$ cat config.mk
export PLATFORM = sky130hd
export DESIGN_NAME = rscu_top
export DESIGN_NICKNAME = d
export VERILOG_FILES = /design/src/design/rscu_pkg.sv /design/src/design/rscu_top.sv
export VERILOG_INCLUDE_DIRS = /design/src /design/src/design
export SDC_FILE = /design/constraint.sdc
export NUM_CORES = 1
export LEC_CHECK = 0
export BUFFER_PORTS_ARGS = -buffer_cell sky130_fd_sc_hd__buf_2
export CELL_PAD_IN_SITES_DETAIL_PLACEMENT = 1
export CELL_PAD_IN_SITES_GLOBAL_PLACEMENT = 2
export CORE_MARGIN = 5
export CORE_UTILIZATION = 41
export DETAILED_ROUTE_END_ITERATION = 8
export GPL_TIMING_DRIVEN = 0
export PLACE_DENSITY_LB_ADDON = 0.25
export SLEW_MARGIN = 30
export SYNTH_ARGS = -nofsm -noshare
export SYNTH_HDL_FRONTEND = slang
export SYNTH_SLANG_ARGS = --single-unit
$ cat constraint.sdc
create_clock -name clk -period 8.6 [get_ports clk]
set_input_delay 1.72 -clock clk [delete_from_list [all_inputs] [get_ports clk]]
set_output_delay 1.72 -clock clk [all_outputs]
set_load 0.01 [all_outputs]
$ cat src/design/rscu_consts.svh
// constants of the rangefinder serial command unit
// Notes on behaviour
// - default 38400 baud; 9600/57600/115200 selectable
// - characters sent least significant bit first
// - one start, eight data, no parity, one stop
// - enters command-ready state by itself after reset
// - every defined command accepted while ready
// - distance reply only after measurement completes
// - single command: one measurement, then report
// - 1 Hz command repeats until stop
// - 5 Hz command repeats until stop
// - self-test replies temperature and working status
// - reply carries first and last target
// - targets below stored gate are suppressed
// - gate zero disables; never cleared automatically
// - baud command: 55 F6 hi lo check end
// - rate codes 0060/0180/0240/0480 select baud
// - baud reply CC 01 19, echoes code, ends 55
// - reply check is XOR of bytes 2..13, end 55
// - optical status 03 normal, FF abnormal
`ifndef RSCU_CONSTS_SVH
`define RSCU_CONSTS_SVH
`define RSCU_CLK_HZ       125000000
`define RSCU_BAUD_9600    9600
`define RSCU_BAUD_38400   38400
`define RSCU_BAUD_57600   57600
`define RSCU_BAUD_115200  115200
`define RSCU_RATE_1HZ     1
`define RSCU_RATE_5HZ     5
`define RSCU_CODE_9600    16'h0060
`define RSCU_CODE_38400   16'h0180
`define RSCU_CODE_57600   16'h0240
`define RSCU_CODE_115200  16'h0480
`define RSCU_CMD_HEADER   8'h55
`define RSCU_CMD_BAUD     8'hF6
`define RSCU_CMD_SINGLE   8'hA1
`define RSCU_CMD_RUN_1HZ  8'hA2
`define RSCU_CMD_RUN_5HZ  8'hA3
`define RSCU_CMD_STOP     8'hA4
`define RSCU_CMD_SELFTEST 8'hA5
`define RSCU_CMD_GATE     8'hA6
`define RSCU_REP_HEADER   8'hCC
`define RSCU_REP_ADDR     8'h01
`define RSCU_REP_BAUD     8'h19
`define RSCU_REP_RANGE    8'h10
`define RSCU_REP_SELF     8'h20
`define RSCU_REP_END      8'h55
`define RSCU_OPT_NORMAL   8'h03
`define RSCU_OPT_FAULT    8'hFF
`define RSCU_BAUD_ACK     8'h01
`define RSCU_PAYLOAD_LEN  12
`define RSCU_FRAME_LAST   4'd14
`define RSCU_IDX_CHECK    4'd13
`define RSCU_BIT_STOP     4'd9
`endif

$ cat src/design/rscu_pkg.sv
// types of the rangefinder serial command unit
package rscu_pkg;
    typedef enum logic [1:0] {
        RSCU_B9600   = 2'b00,
        RSCU_B38400  = 2'b01,
        RSCU_B57600  = 2'b10,
        RSCU_B115200 = 2'b11
    } rscu_baud_t;
    typedef enum logic [1:0] {
        RSCU_MODE_IDLE = 2'b00,
        RSCU_MODE_1HZ  = 2'b01,
        RSCU_MODE_5HZ  = 2'b10
    } rscu_mode_t;
    typedef enum logic [2:0] {
        RSCU_P_HDR  = 3'b000,
        RSCU_P_CMD  = 3'b001,
        RSCU_P_HI   = 3'b010,
        RSCU_P_LO   = 3'b011,
        RSCU_P_CHK  = 3'b100,
        RSCU_P_END  = 3'b101
    } rscu_parse_t;
endpackage

$ cat src/design/rscu_top.sv
// serial command interpreter: uart, command parser, ranging sequencer, reply framer
`timescale 1ns/1ps
`include "rscu_consts.svh"
module rscu_top import rscu_pkg::*; #(
    parameter int CLK_HZ     = `RSCU_CLK_HZ,
    parameter int PERIOD_1HZ = CLK_HZ / `RSCU_RATE_1HZ,
    parameter int PERIOD_5HZ = CLK_HZ / `RSCU_RATE_5HZ,
    parameter int DIV_9600   = CLK_HZ / `RSCU_BAUD_9600,
    parameter int DIV_38400  = CLK_HZ / `RSCU_BAUD_38400,
    parameter int DIV_57600  = CLK_HZ / `RSCU_BAUD_57600,
    parameter int DIV_115200 = CLK_HZ / `RSCU_BAUD_115200
) (
    input  wire logic        clk,
    input  wire logic        rst,
    input  wire logic        rx_pin,
    output logic             tx_pin,
    output logic             meas_start,
    input  wire logic        meas_done,
    input  wire logic [7:0]  meas_status,
    input  wire logic [15:0] meas_first,
    input  wire logic [15:0] meas_last,
    input  wire logic [7:0]  self_status,
    input  wire logic [7:0]  self_temp,
    input  wire logic        self_optical_ok,
    input  wire logic [15:0] self_exposures,
    output logic [15:0]      gate_value,
    output logic [15:0]      baud_code,
    output logic [1:0]       ranging_mode,
    output logic             tx_busy
);
    // ---------------- baud selection
    rscu_baud_t baud_sel;
    rscu_baud_t baud_pend;
    logic [31:0] bit_div;

    always_comb begin
        unique case (baud_sel)
            RSCU_B9600:   bit_div = DIV_9600;
            RSCU_B38400:  bit_div = DIV_38400;
            RSCU_B57600:  bit_div = DIV_57600;
            RSCU_B115200: bit_div = DIV_115200;
        endcase
    end

    // ---------------- receiver
    logic        rx_s1;
    logic        rx_s2;
    logic        rx_act;
    logic [3:0]  rx_bit;
    logic [31:0] rx_cnt;
    logic [7:0]  rx_shift;
    logic        rx_valid;
    logic [7:0]  rx_byte;

    always_ff @(posedge clk) begin
        if (rst) begin
            rx_s1 <= 1'b1;
            rx_s2 <= 1'b1;
        end else begin
            rx_s1 <= rx_pin;
            rx_s2 <= rx_s1;
        end
    end

    // samples mid-bit: half a bit after the start edge, then a whole bit apart
    always_ff @(posedge clk) begin
        if (rst) begin
            rx_act   <= 1'b0;
            rx_bit   <= 4'd0;
            rx_cnt   <= 32'd0;
            rx_shift <= 8'h00;
            rx_valid <= 1'b0;
            rx_byte  <= 8'h00;
        end else begin
            rx_valid <= 1'b0;
            if (!rx_act) begin
                if (!rx_s2) begin
                    rx_act <= 1'b1;
                    rx_bit <= 4'd0;
                    rx_cnt <= bit_div >> 1;
                end
            end else if (rx_cnt != 32'd0) begin
                rx_cnt <= rx_cnt - 32'd1;
            end else begin
                rx_cnt <= bit_div - 32'd1;
                rx_bit <= rx_bit + 4'd1;
                if (rx_bit == 4'd0) begin
                    if (rx_s2) rx_act <= 1'b0;
                end else if (rx_bit == `RSCU_BIT_STOP) begin
                    rx_act <= 1'b0;
                    if (rx_s2) begin
                        rx_valid <= 1'b1;
                        rx_byte  <= rx_shift;
                    end
                end else begin
                    rx_shift <= {rx_s2, rx_shift[7:1]};
                end
            end
        end
    end

    // ---------------- command parser
    rscu_parse_t pstate;
    logic [7:0]  c_cmd;
    logic [7:0]  c_hi;
    logic [7:0]  c_lo;
    logic        c_ok;
    logic        cmd_go;

    always_ff @(posedge clk) begin
        if (rst) begin
            pstate <= RSCU_P_HDR;
            c_cmd  <= 8'h00;
            c_hi   <= 8'h00;
            c_lo   <= 8'h00;
            c_ok   <= 1'b0;
            cmd_go <= 1'b0;
        end else begin
            cmd_go <= 1'b0;
            if (rx_valid) begin
                unique case (pstate)
                    RSCU_P_HDR: if (rx_byte == `RSCU_CMD_HEADER) pstate <= RSCU_P_CMD;
                    RSCU_P_CMD: begin
                        c_cmd  <= rx_byte;
                        pstate <= RSCU_P_HI;
                    end
                    RSCU_P_HI: begin
                        c_hi   <= rx_byte;
                        pstate <= RSCU_P_LO;
                    end
                    RSCU_P_LO: begin
                        c_lo   <= rx_byte;
                        pstate <= RSCU_P_CHK;
                    end
                    RSCU_P_CHK: begin
                        c_ok   <= (rx_byte == (c_cmd ^ c_hi ^ c_lo));
                        pstate <= RSCU_P_END;
                    end
                    RSCU_P_END: begin
                        // final byte is not checked; any value closes the frame
                        cmd_go <= c_ok;
                        pstate <= RSCU_P_HDR;
                    end
                    default: pstate <= RSCU_P_HDR;
                endcase
            end
        end
    end

    wire logic [15:0] c_param = {c_hi, c_lo};
    wire logic do_single = cmd_go && (c_cmd == `RSCU_CMD_SINGLE);
    wire logic do_1hz    = cmd_go && (c_cmd == `RSCU_CMD_RUN_1HZ);
    wire logic do_5hz    = cmd_go && (c_cmd == `RSCU_CMD_RUN_5HZ);
    wire logic do_stop   = cmd_go && (c_cmd == `RSCU_CMD_STOP);
    wire logic do_self   = cmd_go && (c_cmd == `RSCU_CMD_SELFTEST);
    wire logic do_gate   = cmd_go && (c_cmd == `RSCU_CMD_GATE);
    wire logic do_baud   = cmd_go && (c_cmd == `RSCU_CMD_BAUD);
    logic       code_ok;
    rscu_baud_t code_sel;
    always_comb begin
        code_ok  = 1'b1;
        code_sel = RSCU_B38400;
        unique case (c_param)
            `RSCU_CODE_9600:   code_sel = RSCU_B9600;
            `RSCU_CODE_38400:  code_sel = RSCU_B38400;
            `RSCU_CODE_57600:  code_sel = RSCU_B57600;
            `RSCU_CODE_115200: code_sel = RSCU_B115200;
            default:           code_ok  = 1'b0;
        endcase
    end

    // gate survives every other command; only a new gate write changes it
    always_ff @(posedge clk) begin
        if (rst) gate_value <= 16'h0000;
        else if (do_gate) gate_value <= c_param;
    end

    // ---------------- ranging sequencer
    rscu_mode_t  mode;
    logic [31:0] per_cnt;
    logic        meas_busy;
    logic        fire;
    assign ranging_mode = mode;
    assign fire = !meas_busy && (do_single || ((mode != RSCU_MODE_IDLE) && (per_cnt == 32'd0)));
    always_ff @(posedge clk) begin
        if (rst) begin
            mode    <= RSCU_MODE_IDLE;
            per_cnt <= 32'd0;
        end else if (do_stop || do_single) begin
            mode    <= RSCU_MODE_IDLE;
            per_cnt <= 32'd0;
        end else if (do_1hz) begin
            mode    <= RSCU_MODE_1HZ;
            per_cnt <= 32'd0;
        end else if (do_5hz) begin
            mode    <= RSCU_MODE_5HZ;
            per_cnt <= 32'd0;
        end else if (mode != RSCU_MODE_IDLE) begin
            if (per_cnt == 32'd0)
                per_cnt <= (mode == RSCU_MODE_1HZ) ? PERIOD_1HZ - 1 : PERIOD_5HZ - 1;
            else
                per_cnt <= per_cnt - 32'd1;
        end
    end

    // a tick that lands while the core is still busy is skipped, not queued
    always_ff @(posedge clk) begin
        if (rst) begin
            meas_start <= 1'b0;
            meas_busy  <= 1'b0;
        end else begin
            meas_start <= fire;
            if (fire) meas_busy <= 1'b1;
            else if (meas_done) meas_busy <= 1'b0;
        end
    end

    // ---------------- pending replies (a new event wins over the take)
    logic        pend_rng;
    logic        pend_self;
    logic        pend_baud;
    logic [7:0]  res_status;
    logic [15:0] res_first;
    logic [15:0] res_last;
    logic [15:0] baud_echo;
    logic        take;
    logic        take_baud;
    logic        take_self;
    function automatic logic [15:0] gated(input logic [15:0] d, input logic [15:0] g);
        gated = ((g != 16'h0000) && (d < g)) ? 16'h0000 : d;
    endfunction

    always_ff @(posedge clk) begin
        if (rst) begin
            res_status <= 8'h00;
            res_first  <= 16'h0000;
            res_last   <= 16'h0000;
        end else if (meas_done && meas_busy) begin
            res_status <= meas_status;
            res_first  <= gated(meas_first, gate_value);
            res_last   <= gated(meas_last, gate_value);
        end
    end

    always_ff @(posedge clk) begin
        if (rst) begin
            pend_rng  <= 1'b0;
            pend_self <= 1'b0;
            pend_baud <= 1'b0;
            baud_pend <= RSCU_B38400;
            baud_echo <= `RSCU_CODE_38400;
        end else begin
            pend_rng  <= (pend_rng && !(take && !take_baud && !take_self)) || (meas_done && meas_busy);
            pend_self <= (pend_self && !take_self) || do_self;
            pend_baud <= (pend_baud && !take_baud) || (do_baud && code_ok);
            if (do_baud && code_ok) begin
                baud_pend <= code_sel;
                baud_echo <= c_param;
            end
        end
    end

    // ---------------- reply framer and transmitter
    logic [7:0]  pay [0:`RSCU_PAYLOAD_LEN-1];
    logic [7:0]  next_pay [0:`RSCU_PAYLOAD_LEN-1];
    logic [7:0]  chk;
    logic [7:0]  next_chk;
    logic        frame_baud;
    logic [3:0]  tx_idx;
    logic [3:0]  tx_bit;
    logic [31:0] tx_cnt;
    logic [7:0]  tx_byte;
    assign take      = !tx_busy && (pend_rng || pend_self || pend_baud);
    assign take_baud = take && pend_baud;
    assign take_self = take && !pend_baud && pend_self;
    assign baud_code = baud_echo;

    always_comb begin
        for (int i = 0; i < `RSCU_PAYLOAD_LEN; i++) next_pay[i] = 8'h00;
        next_pay[0] = `RSCU_REP_ADDR;
        if (pend_baud) begin
            next_pay[1] = `RSCU_REP_BAUD;
            next_pay[3] = `RSCU_BAUD_ACK;
            next_pay[6] = baud_echo[15:8];
            next_pay[7] = baud_echo[7:0];
        end else if (pend_self) begin
            next_pay[1]  = `RSCU_REP_SELF;
            next_pay[2]  = self_status;
            next_pay[3]  = self_temp;
            next_pay[4]  = self_optical_ok ? `RSCU_OPT_NORMAL : `RSCU_OPT_FAULT;
            next_pay[5]  = gate_value[15:8];
            next_pay[6]  = gate_value[7:0];
            next_pay[7]  = baud_echo[15:8];
            next_pay[8]  = baud_echo[7:0];
            next_pay[9]  = self_exposures[15:8];
            next_pay[10] = self_exposures[7:0];
        end else begin
            next_pay[1] = `RSCU_REP_RANGE;
            next_pay[2] = res_status;
            next_pay[3] = res_first[15:8];
            next_pay[4] = res_first[7:0];
            next_pay[5] = res_last[15:8];
            next_pay[6] = res_last[7:0];
        end
        next_chk = 8'h00;
        for (int i = 0; i < `RSCU_PAYLOAD_LEN; i++) next_chk = next_chk ^ next_pay[i];
    end

    always_comb begin
        if (tx_idx == 4'd0) tx_byte = `RSCU_REP_HEADER;
        else if (tx_idx == `RSCU_IDX_CHECK) tx_byte = chk;
        else if (tx_idx == `RSCU_FRAME_LAST) tx_byte = `RSCU_REP_END;
        else tx_byte = pay[tx_idx - 4'd1];
    end

    always_ff @(posedge clk) begin
        if (rst) begin
            for (int i = 0; i < `RSCU_PAYLOAD_LEN; i++) pay[i] <= 8'h00;
            chk        <= 8'h00;
            frame_baud <= 1'b0;
        end else if (take) begin
            for (int i = 0; i < `RSCU_PAYLOAD_LEN; i++) pay[i] <= next_pay[i];
            chk        <= next_chk;
            frame_baud <= pend_baud;
        end
    end

    // bit 0 start, 1..8 data lsb first, 9 stop, 10 one idle cycle held high before the next start
    always_ff @(posedge clk) begin
        if (rst) begin
            tx_busy  <= 1'b0;
            tx_idx   <= 4'd0;
            tx_bit   <= 4'd0;
            tx_cnt   <= 32'd0;
            tx_pin   <= 1'b1;
            baud_sel <= RSCU_B38400;
        end else if (!tx_busy) begin
            tx_pin <= 1'b1;
            if (take) begin
                tx_busy <= 1'b1;
                tx_idx  <= 4'd0;
                tx_bit  <= 4'd0;
                tx_cnt  <= 32'd0;
            end
        end else if (tx_cnt != 32'd0) begin
            tx_cnt <= tx_cnt - 32'd1;
        end else begin
            tx_cnt <= bit_div - 32'd1;
            if (tx_bit == 4'd0) tx_pin <= 1'b0;
            else if (tx_bit >= `RSCU_BIT_STOP) tx_pin <= 1'b1;
            else tx_pin <= tx_byte[tx_bit[2:0] - 3'd1];
            if (tx_bit == `RSCU_BIT_STOP + 4'd1) begin
                tx_bit <= 4'd0;
                tx_cnt <= 32'd0;
                if (tx_idx == `RSCU_FRAME_LAST) begin
                    tx_busy <= 1'b0;
                    // old rate held until the stop bit of the last byte has gone
                    if (frame_baud) baud_sel <= baud_pend;
                end else begin
                    tx_idx <= tx_idx + 4'd1;
                end
            end else begin
                tx_bit <= tx_bit + 4'd1;
            end
        end
    end
endmodule // rscu_top

Word-level counts from Yosys, hierarchy flattened
Memory sizes are Yosys's and may differ from the RTL's. Cells that the tools add are included.

$add $sub $neg: 9. Multipliers: 0. Div/mod/pow operators: 0. $lt $le $gt $ge: 4. Equality and inequality tests: 32. Shift operators: 0. Multiplexer cells: 74. Bitwise gates (word level): 32. Reduce and logical (&&, ||, !) cells: 66.

Operators with widths (number): $mux 32 (9); $mux 8 (19); $pmux 32 s4 (1); $sub 32x1->32 const B (4); $xor 8x8->8 (11); $mux 16 (4); $reduce_bool 32->1 (2); $eq 8x8->1 const B (7); $mux 46 (1); $mux 4 (11); $logic_not 32->1 (1); $lt 16x16->1 (2); $mux 27 (1); $mux 24 (1); $mux 1 (23); $logic_and 1x1->1 (22); $eq 16x10->1 const B (1); $eq 16x11->1 const B (1); $eq 16x7->1 const B (1); $eq 16x9->1 const B (1); $eq 4x4->1 const B (4); $reduce_bool 16->1 (1); $pmux 3 s5 (1); $reduce_and 2->1 (7); 31 further kinds (81).

Flip-flop bits (word level): 251. Bits in latches: 0. Memory bits (writable): 96. Memory bits (read-only): 0. Bits of input ports: 77. Output and inout port bits: 37. Word-level logic and storage cells: 254. Memories kept: 1.

Memory list: pay (depth 12, width 8, rd ports 1, clocked after memory_dff 0, write ports 12, RTL line rscu_top.sv:264) `` logic [7:0] pay [0:`RSCU_PAYLOAD_LEN-1]; ``.

Logic depth before layout (Yosys ltp)
Gate-level depths: netlist of run 1.

Depth in word-level cells: 13. Mapped depth: 13. Gate-level depth less buffers: 9.

Worst setup path after synthesis of run 1
Ideal clock, no wire load.

Path type: in2reg. Start point: in rst. End point: mem pay[10][0] (enable). Setup time: 0.774 ns. Arrival: 3.413 ns. Data required time: 7.826 ns. Slack: 4.413 ns. Stages: 3. Path buffers: 1. Cell sequence: inv_1 -> clkbuf_1 -> nand2_1.

RTL lines: start: declaration (RTL line rscu_top.sv:14) `input wire logic rst,`; end: declaration (RTL line rscu_top.sv:264).

Final worst setup path of run 1
Start point: reg tx_idx[0]. End point: reg tx_pin.

Cells in the longest elaborated chain, start to end: 9. Elaborated cells between the ends (all ways): 12. Those cells by class: add/sub: 1; eq/ne: 2; mux: 7; reduce/logical: 1; memory: 1.

Ends and longest elaborated chain: start: declaration (RTL line rscu_top.sv:269) `logic [3:0] tx_idx;`; start signal: assignment (RTL line rscu_top.sv:360) `tx_idx <= tx_idx + 4'd1;`; $sub 4x1->4 (RTL line rscu_top.sv:313) `else tx_byte = pay[tx_idx - 4'd1];`; $mem_v2 12x8; $mux 8 (RTL line rscu_top.sv:312) `` else if (tx_idx == `RSCU_FRAME_LAST) tx_byte = `RSCU_REP_END; ``; $mux 8 (RTL line rscu_top.sv:311) `` else if (tx_idx == `RSCU_IDX_CHECK) tx_byte = chk; ``; $mux 8 * (RTL line rscu_top.sv:310) `` if (tx_idx == 4'd0) tx_byte = `RSCU_REP_HEADER; ``; $bmux 1 s3 * (RTL line rscu_top.sv:351) `else tx_pin <= tx_byte[tx_bit[2:0] - 3'd1];`; $mux 1 (not written as such) * (RTL line rscu_top.sv:351); $mux 1 * (RTL line rscu_top.sv:350) `` else if (tx_bit >= `RSCU_BIT_STOP) tx_pin <= 1'b1; ``; $mux 1 * (RTL line rscu_top.sv:349) `if (tx_bit == 4'd0) tx_pin <= 1'b0;`; end signal: assignment (RTL line rscu_top.sv:351); end: declaration (RTL line rscu_top.sv:16) `output logic tx_pin,`.

Every way passes the cells marked *; elsewhere a longest branch is shown, timed or not. The select of a mux whose other input is x is not followed. A chain may end at the register's enable or synchronous reset.

==> flow_metrics.tcl, run 1 <==
set metrics [dict create \
    ant_nets 0 \
    vias 16200 \
    n_antenna_cell 0 \
    ys.flop_type "dfxtp_1" \
    p_leak_nw 7.45 \
    fill_cells 5035 \
    rsz0062_at_grt "no" \
    synth_cells 2027 \
    synth_top_cell_by_area "dfxtp_1" \
    portBuffers 112 \
    syn_nets 2156 \
    antenna_found_initial 1 \
    cts_buffer_depth 3 \
    dpl_worst_slack_ns 3.53 \
    tightest_slew_ns 0.992 \
    dp_hpwl_um 47400 \
    drc 0 \
    path_class "reg -> reg" \
    reg2reg_slack_ns 3.48 \
    drive_gt1_frac 0.107 \
    cts_root_buffer "clkbuf_16" \
    path_cells "buf_2 -> clkbuf_1 -> inv_1 -> ha_1 -> clkbuf_1 -> clkbuf_1 -> mux4_2 -> nand2_1 -> o311ai_0 -> nand3_1 -> a221oi_1 -> o31ai_1 -> a31oi_1" \
    min_period_ns 5.12 \
    grt_pass1_vias 16600 \
    wl_per_cell_um 22.8 \
    cp.arrival_ns 5.54 \
    numCtsBuffers 39 \
    cap_viol_max_count 0 \
    grt_pass1_wl_um 97500 \
    die_w_um 217 \
    coreArea_um2 42200 \
    clock-sinks 327 \
    cp_max_fo 10 \
    cts-hold-fix-buffers 0 \
    outcome "finished, final reports clean" \
    dieArea_um2 47200 \
    max_slew_margin 0.332 \
    grtUsageTotal 0.261 \
    synth.area.top_cells "dfxtp_1, edfxtp_1, nor2_1" \
    synth_edf_count 75 \
    clock_latency_ns 0.56 \
    gp_congestion 0.904 \
    routed_wirelength_um 62800 \
    finalHoldViolCount 0 \
    finClkSkew_ns 0.0204 \
    yosysWarnings 0 \
    ys_types 78 \
    fp.dieH_um 217 \
    cp_slowest_cell "clkbuf_1" \
    vias_per_cell 5.89 \
    ys_seq_area_frac 0.415 \
    avgSynthCellArea_um2 8.68 \
    hp-class "reg -> reg" \
    worst_path_largest_cell_delay_ns 0.69 \
    setup_viol 0 \
    final_util 0.477 \
    grt_max_degree 45 \
    power_mw 3.56 \
    max-vdd-ir-drop_mv 0.120 \
    rows 75 \
    cp.buffers_inverters 5 \
    cp_top_family "buffers and inverters" \
    grt.overflow.total 0 \
    finalNetCount 2310 \
    syn_area_um2 17600 \
    drtPass1Iterations 5 \
    cp-start-kind "register" \
    async_reset_ff_frac 0 \
    end_kind "register" \
    clk_pin_slew_ns 0.06 \
    post-route-period-util 0.596 \
    pin_count 114 \
    cts_tree "built" \
    setup_ws_ns 3.48 \
    maxSlewViolCount 0 \
    ctsResizeCount 0 \
    drt_iter0_drc 1025 \
    ys_ff_latch 327 \
    required_ns 9.02 \
    crit_top_cell "clkbuf_1" \
    fin_tns_setup_ns 0 \
    start_util 0.417 \
    synth_top_area_frac 0.287 \
    fmax_mhz 195 \
    p_per_area_nw_per_um2 177 \
    syn2layout_area_growth_pct 14.5 \
    h-tree-depth 2 \
    cts_setup_buffers 0 \
]
[cell families after synthesis]
| group | share of synthesized area |
|---|---|
| simple gates | 0.206 |
| compound gates | 0.172 |
| flops | 0.415 |
| buf+inv | 0.0395 |
| xor+xnor | 0.0675 |
| mux | 0.0635 |
| fa+ha+maj | 0.0370 |
[where the power goes]
group | internal, mW | total (mW) | switching (mW)
registers | 1.59 | 1.61 | 0.0160
clock network | 0.990 | 1.67 | 0.677
logic | 0.0981 | 0.284 | 0.186
total | 2.68 | 3.56 | 0.878
[registers in the layout, indices dropped and copies added (netlist names), 16 cells and up]
signal      flops
res_last       16
res_first      16
tx_cnt         32
per_cnt        32
baud_code      16
gate_value     16
rx_cnt         32
pay            76
[through the flow]
stage	hold WS [ns]	instance area [µm²]	std cells
after floorplan	0.389	17600	2027
after global placement	0.394	18800	2678
after detailed placement	0.397	18900	2679
after CTS	0.411	20100	2750
after global routing	0.418	20100	2750
final	0.409	20100	2750
[synthesized netlist by cell type, types with 16 or more instances]
cell,instances
nor4_1,33
inv_1,47
a32oi_1,35
or3_1,19
nand3_1,44
dfxtp_1,252
xor2_1,49
and3_1,20
a211oi_1,22
mux2i_1,79
clkbuf_1,98
o21ai_0,120
nand2_1,206
ha_1,52
or4_1,16
edfxtp_1,75
xnor2_1,84
a21oi_1,165
and2_1,25
nor2_1,254
a31oi_1,19
nor3_1,57
[metal layers]
| metal | GRT usage | part of all wire | up-vias |
|---|---|---|---|
| li1 | - | - | 7622 |
| met2 | 0.402 | 0.44 | 447 |
| met1 | 0.379 | 0.47 | 8018 |
| met4 | 0.0720 | 0.026 | 2 |
| met5 | 0 | 0.00021 | - |
| met3 | 0.0464 | 0.066 | 111 |
[cell usage in the layout, fill, tap and decap left out, drive strengths merged, types with 17 or more instances in the layout]
master and n:
a211oi 22, a21oi 165, a31oi 19, a32oi 35, and2 25, and3 20, buf 136, clkbuf 160
dfxtp 252, edfxtp 75, ha 52, inv 48, mux2i 79, nand2 207, nand3 45, nor2 256
nor3 62, nor4 33, o21ai 122, or3 19, or4 17, xnor2 84, xor2 49
[path summary, 6_finish.rpt]
kind | startpoint | to | cells after the start
worst min-delay path | rx_s1$_SDFF_PP1_ | rx_s2$_SDFF_PP1_ | 1
worst max register to register | tx_idx[0]$_SDFFE_PP0P_ | tx_pin$_SDFFE_PP1P_ | 13
worst max-delay path | tx_idx[0]$_SDFFE_PP0P_ | tx_pin$_SDFFE_PP1P_ | 13
worst min register to register | rx_s1$_SDFF_PP1_ | rx_s2$_SDFF_PP1_ | 1
[layout make-up]
type	instances	area (µm²)	area share
timing repair buffer	113	581	0.0288
inverter	48	180	0.00895
clock inverter	10	80.1	0.00398
clock buffer	61	1200	0.0596
buffer	122	515	0.0256
sequential	327	7300	0.362
multi-input combinational	1530	9610	0.477
tap	539	674	0.0335
(Power assumes the default switching activity.)
==> inputs of run 2 (changes only) <==
--- a/config.mk
+++ b/config.mk
@@ -10,7 +10,7 @@
 export CELL_PAD_IN_SITES_DETAIL_PLACEMENT = 1
 export CELL_PAD_IN_SITES_GLOBAL_PLACEMENT = 2
 export CORE_MARGIN = 5
-export CORE_UTILIZATION = 41
+export CORE_UTILIZATION = 34
 export DETAILED_ROUTE_END_ITERATION = 8
 export GPL_TIMING_DRIVEN = 0
 export PLACE_DENSITY_LB_ADDON = 0.25
==> constraint.sdc (replaced) <==
create_clock -name clk -period 4.6 [get_ports clk]
set_input_delay 0.92 -clock clk [delete_from_list [all_inputs] [get_ports clk]]
set_output_delay 0.92 -clock clk [all_outputs]
set_load 0.01 [all_outputs]
==> flow_metrics.tcl, run 2 (same netlist as run 1, synthesis figures left out) <==
set metrics [dict create \
    power_mw 7.13 \
    drtPass1Iterations 6 \
    rows 83 \
    hold-worst-slack_ns 0.406 \
    wl_per_cell_um 22.4 \
    drc 0 \
    grt.overflow.total 0 \
    largest_reg_flops 76 \
    rsz0062_at_grt "no" \
    antenna_found_initial 0 \
    clk_pin_slew_ns 0.06 \
    ant_nets 0 \
    layout_common_cells "nor2_1, dfxtp_1, nand2_1" \
    grt_max_degree 29 \
    cp-start-kind "register" \
    cts_root_buffer "clkbuf_16" \
    routed_wirelength_um 64900 \
    required_ns 5.03 \
    min_period_ns 4.27 \
    path_class "reg -> reg" \
    portBuffers 112 \
    clock-sinks 327 \
    n_antenna_cell 0 \
    max_slew_margin 0.333 \
    dieArea_um2 56400 \
    finalHoldViolCount 0 \
    pin_count 114 \
    die_w_um 237 \
    gp_congestion 0.868 \
    cap_viol_max_count 0 \
    drive_gt1_frac 0.112 \
    setup_ws_ns 0.326 \
    max-vdd-ir-drop_mv 0.240 \
    cts-hold-fix-buffers 0 \
    finalNetCount 2313 \
    end_kind "register" \
    outcome "finished, final reports clean" \
    vias_per_cell 5.55 \
    numCtsBuffers 42 \
    vias 16100 \
    hp-class "reg -> reg" \
    h-tree-depth 2 \
    tightest_slew_ns 1.00 \
    ctsResizeCount 2 \
    drt_iter0_drc 1002 \
    setup_viol 0 \
    p_per_area_nw_per_um2 347 \
    syn2layout_area_growth_pct 16.8 \
    final_common_cell "nor2_1" \
    fin_tns_setup_ns 0 \
    fp.dieH_um 237 \
    clock_latency_ns 0.57 \
    grt_pass1_wl_um 100000 \
    regMostFlops "pay" \
    dp_hpwl_um 48600 \
    cp.arrival_ns 4.71 \
    grt_pass1_vias 16600 \
    cts_buffer_depth 3 \
    post-place-cells 2821 \
    coreArea_um2 51300 \
    maxSlewViolCount 0 \
    grtUsageTotal 0.224 \
    cts_tree "built" \
    fmax_mhz 234 \
    post-route-period-util 0.929 \
    dpl_worst_slack_ns -0.516 \
    finClkSkew_ns 0.0311 \
    reg2reg_slack_ns 0.33 \
    instances_no_fill 2896 \
    p_leak_nw 7.55 \
    start_util 0.343 \
    cp_max_fo 10 \
    cts_setup_buffers 0 \
]
==> run 2: cell types whose count changed in the layout (fill, tap and decap cells not counted), sizes merged <==
| cell | change |
|---|---|
| inv | +2 |
| bufinv | +6 |
| clkbuf | -6 |
| clkinvlp | +2 |
| buf | +1 |
==> run 2: path summary, 6_finish.rpt <==
| kind | from | to | depth (start not counted) |
|---|---|---|---|
| worst max-delay path | tx_idx[0]$_SDFFE_PP0P_ | tx_pin$_SDFFE_PP1P_ | 12 |
| worst min-delay path | rx_s1$_SDFF_PP1_ | rx_s2$_SDFF_PP1_ | 1 |
| worst max register to register | tx_idx[0]$_SDFFE_PP0P_ | tx_pin$_SDFFE_PP1P_ | 12 |
| worst min register to register | rx_s1$_SDFF_PP1_ | rx_s2$_SDFF_PP1_ | 1 |
==> run 2: metrics by stage <==
| stage | area [µm²] | util |
|---|---|---|
| floorplan | 17600 | - |
| global placement | 19000 | 0.370 |
| detailed placement | 19100 | 0.371 |
| CTS | 20500 | 0.400 |
| finish | 20600 | 0.401 |
| global route | 20600 | 0.401 |
==> run 2: worst max-delay path, stage by stage (launching register included) <==
cell      delay [ns]
dfxtp_1         0.55
buf_2           0.43
clkbuf_2        0.45
inv_1           0.19
ha_1            0.62
clkbuf_2        0.44
mux4_2          0.40
nand2_1         0.09
o311ai_0        0.16
nand3_1         0.15
a221oi_1        0.08
o31ai_1         0.39
a31oi_1         0.16
==> run 2: cell type report <==
type                    count  area, µm²
fillers                  6056      30700
multi-input cells        1530       9620
flip-flops and latches    327       7300
clock buffers              56       1190
well taps                 680        851
repair buffers            114        601
plain buffers             121        517
clock inverters            20        299
inverters                  48        180
==> run 2: metal layers <==
layer / vias to the layer above / global-route usage / routed length, µm
met5: - / 0 / 0
met4: 0 / 0.0560 / 1330
met3: 82 / 0.0323 / 3240
met2: 352 / 0.351 / 28700
met1: 8014 / 0.327 / 31600
li1: 7629 / - / -
==> run 2: power breakdown <==
part | total, mW | internal [mW] | switching (mW)
Combinational | 0.537 | 0.186 | 0.351
Clock | 3.59 | 2.21 | 1.38
Sequential | 3.01 | 2.98 | 0.0312
Total | 7.13 | 5.37 | 1.76
==> inputs of run 3 (changes only) <==
--- a/config.mk
+++ b/config.mk
@@ -6,7 +6,7 @@
 export SDC_FILE = /design/constraint.sdc
 export NUM_CORES = 1
 export LEC_CHECK = 0
-export BUFFER_PORTS_ARGS = -buffer_cell sky130_fd_sc_hd__buf_2
+export BUFFER_PORTS_ARGS = -buffer_cell sky130_fd_sc_hd__clkbuf_2
 export CELL_PAD_IN_SITES_DETAIL_PLACEMENT = 1
 export CELL_PAD_IN_SITES_GLOBAL_PLACEMENT = 2
 export CORE_MARGIN = 5
==> flow_metrics.tcl, run 3 (same netlist as run 1, synthesis figures left out) <==
set metrics [dict create \
    outcome "finished, final reports clean" \
    seq_area_um2 7300 \
    clk_pin_slew_ns 0.06 \
    worstReg2RegEnd "tx_pin$_SDFFE_PP1P_" \
    instances_no_fill 2891 \
    vias_per_cell 5.56 \
    pin_count 114 \
    crit_start "tx_idx[0]$_SDFFE_PP0P_" \
    die_w_um 237 \
    layout_common_cells "nor2_1, dfxtp_1, nand2_1" \
    hold-worst-slack_ns 0.403 \
    end_kind "register" \
    cp_slowest_cell "ha_1" \
    r2r_cells 10 \
    n_antenna_cell 0 \
    syn2layout_area_growth_pct 15.9 \
    grt_pass1_wl_um 99300 \
    largest_reg_flops 76 \
    cp_max_fo 10 \
    worst_path_largest_cell_delay_ns 0.61 \
    p_leak_nw 7.49 \
    path_depth 10 \
    dieArea_um2 56400 \
    clock-sinks 327 \
    rows 83 \
    finClkSkew_ns 0.0216 \
    hp-class "reg -> reg" \
    max-vdd-ir-drop_mv 0.227 \
    p_per_area_nw_per_um2 336 \
    finalNetCount 2311 \
    grt.overflow.total 0 \
    hold_depth 1 \
    regMostFlops "pay" \
    cts_root_buffer "clkbuf_16" \
    wl_per_cell_um 22.5 \
    routed_wirelength_um 65100 \
    drt_iter0_drc 1043 \
    fp.dieH_um 237 \
    grt_max_degree 49 \
    cts-hold-fix-buffers 0 \
    reg2reg_slack_ns 0.36 \
    post-place-cells 2820 \
    path_cells "buf_2 -> clkbuf_2 -> inv_1 -> ha_1 -> clkbuf_2 -> mux2_2 -> a221oi_1 -> o311ai_0 -> o41ai_1 -> a31oi_1" \
    start_util 0.343 \
    dpl_worst_slack_ns -0.471 \
    multiInputGateArea_um2 9610 \
    setup_ws_ns 0.362 \
    cap_viol_max_count 0 \
    gp_congestion 0.868 \
    finalHoldViolCount 0 \
    final_common_cell "nor2_1" \
    post-route-period-util 0.921 \
    cp_top_family "buffers and inverters" \
    coreArea_um2 51300 \
    tightest_slew_ns 1.01 \
    regToRegStartpoint "tx_idx[0]$_SDFFE_PP0P_" \
    cts_setup_buffers 0 \
    h-tree-depth 2 \
    fmax_mhz 236 \
    portBuffers 112 \
    required_ns 5.03 \
    ant_nets 0 \
    dp_hpwl_um 49000 \
    grt_pass1_vias 16200 \
    cts_buffer_depth 3 \
    drtPass1Iterations 5 \
    min-delay-start "rx_s1$_SDFF_PP1_" \
    maxSlewViolCount 0 \
    cts_tree "built" \
    numCtsBuffers 41 \
    max_slew_margin 0.324 \
    crit_top_cell "clkbuf_2" \
    cp.buffers_inverters 4 \
    min_period_ns 4.24 \
    drive_gt1_frac 0.109 \
    cp-start-kind "register" \
    clock_latency_ns 0.56 \
    setup_viol 0 \
    grtUsageTotal 0.223 \
    path_class "reg -> reg" \
    vias 16100 \
    min_to "rx_s2$_SDFF_PP1_" \
    rsz0062_at_grt "no" \
    cp.arrival_ns 4.67 \
    antenna_found_initial 1 \
    drc 0 \
    final_design_area_no_fill_um2 20400 \
    placed_area_um2 19000 \
    fill_cells 6032 \
]
==> run 3: changes by cell type in the layout (fill, tap and decap cells not counted), moves of 3 or more <==
cell	change
clkbuf_8	+8
buf_2	-112
clkbuf_2	+111
bufinv_16	-4
clkbuf_16	-3
clkinvlp_4	-3
==> run 3: worst max-delay path by stage <==
| stage | end | slack (ns) |
|---|---|---|
| 6_report | tx_pin$_SDFFE_PP1P_ | 0.36 |
| 2_1_floorplan | tx_pin$_SDFFE_PP1P_ | 1.21 |
| 3_5_place_dp | tx_pin$_SDFFE_PP1P_ | -0.47 |
| 4_1_cts | tx_pin$_SDFFE_PP1P_ | 0.09 |
| 5_1_grt | tx_pin$_SDFFE_PP1P_ | 0.19 |
| 3_3_place_gp | tx_pin$_SDFFE_PP1P_ | -0.51 |
==> run 3: cell type report <==
type,instances,area share
multi-input combinational,1530,0.471
sequential,327,0.358
timing repair buffer,113,0.0288
clock inverter,11,0.00669
clock buffer,61,0.0599
inverter,48,0.00883
tap,680,0.0417
buffer,121,0.0253
==> run 3: power breakdown <==
part	leakage, nW	internal (mW)	switching (mW)	total, mW
clock network	0.671	2.00	1.31	3.31
logic	4.01	0.184	0.353	0.537
registers	2.81	2.98	0.0299	3.01
==> run 3: per-layer routing <==
| layer | wire, µm | global-route usage | share of wire |
|---|---|---|---|
| met5 | 7 | 0 | 0.00011 |
| met3 | 2950 | 0.0328 | 0.045 |
| met1 | 31900 | 0.327 | 0.49 |
| met4 | 1500 | 0.0570 | 0.023 |
| met2 | 28800 | 0.345 | 0.44 |
==> run 3: through the flow <==
stage	utilization	power (mW)	setup TNS [ns]
finish	0.398	6.85	0
global route	0.398	7.10	0
CTS	0.398	6.92	0
detailed placement	0.371	3.60	-0.471
global placement	0.370	3.59	-36.96
floorplan	-	3.40	0
==> run 3: repair_timing <==
item                       in CTS  in global routing
pin swaps                       0                  0
setup endpoints to repair       1                  1
gates resized for setup         2                  2
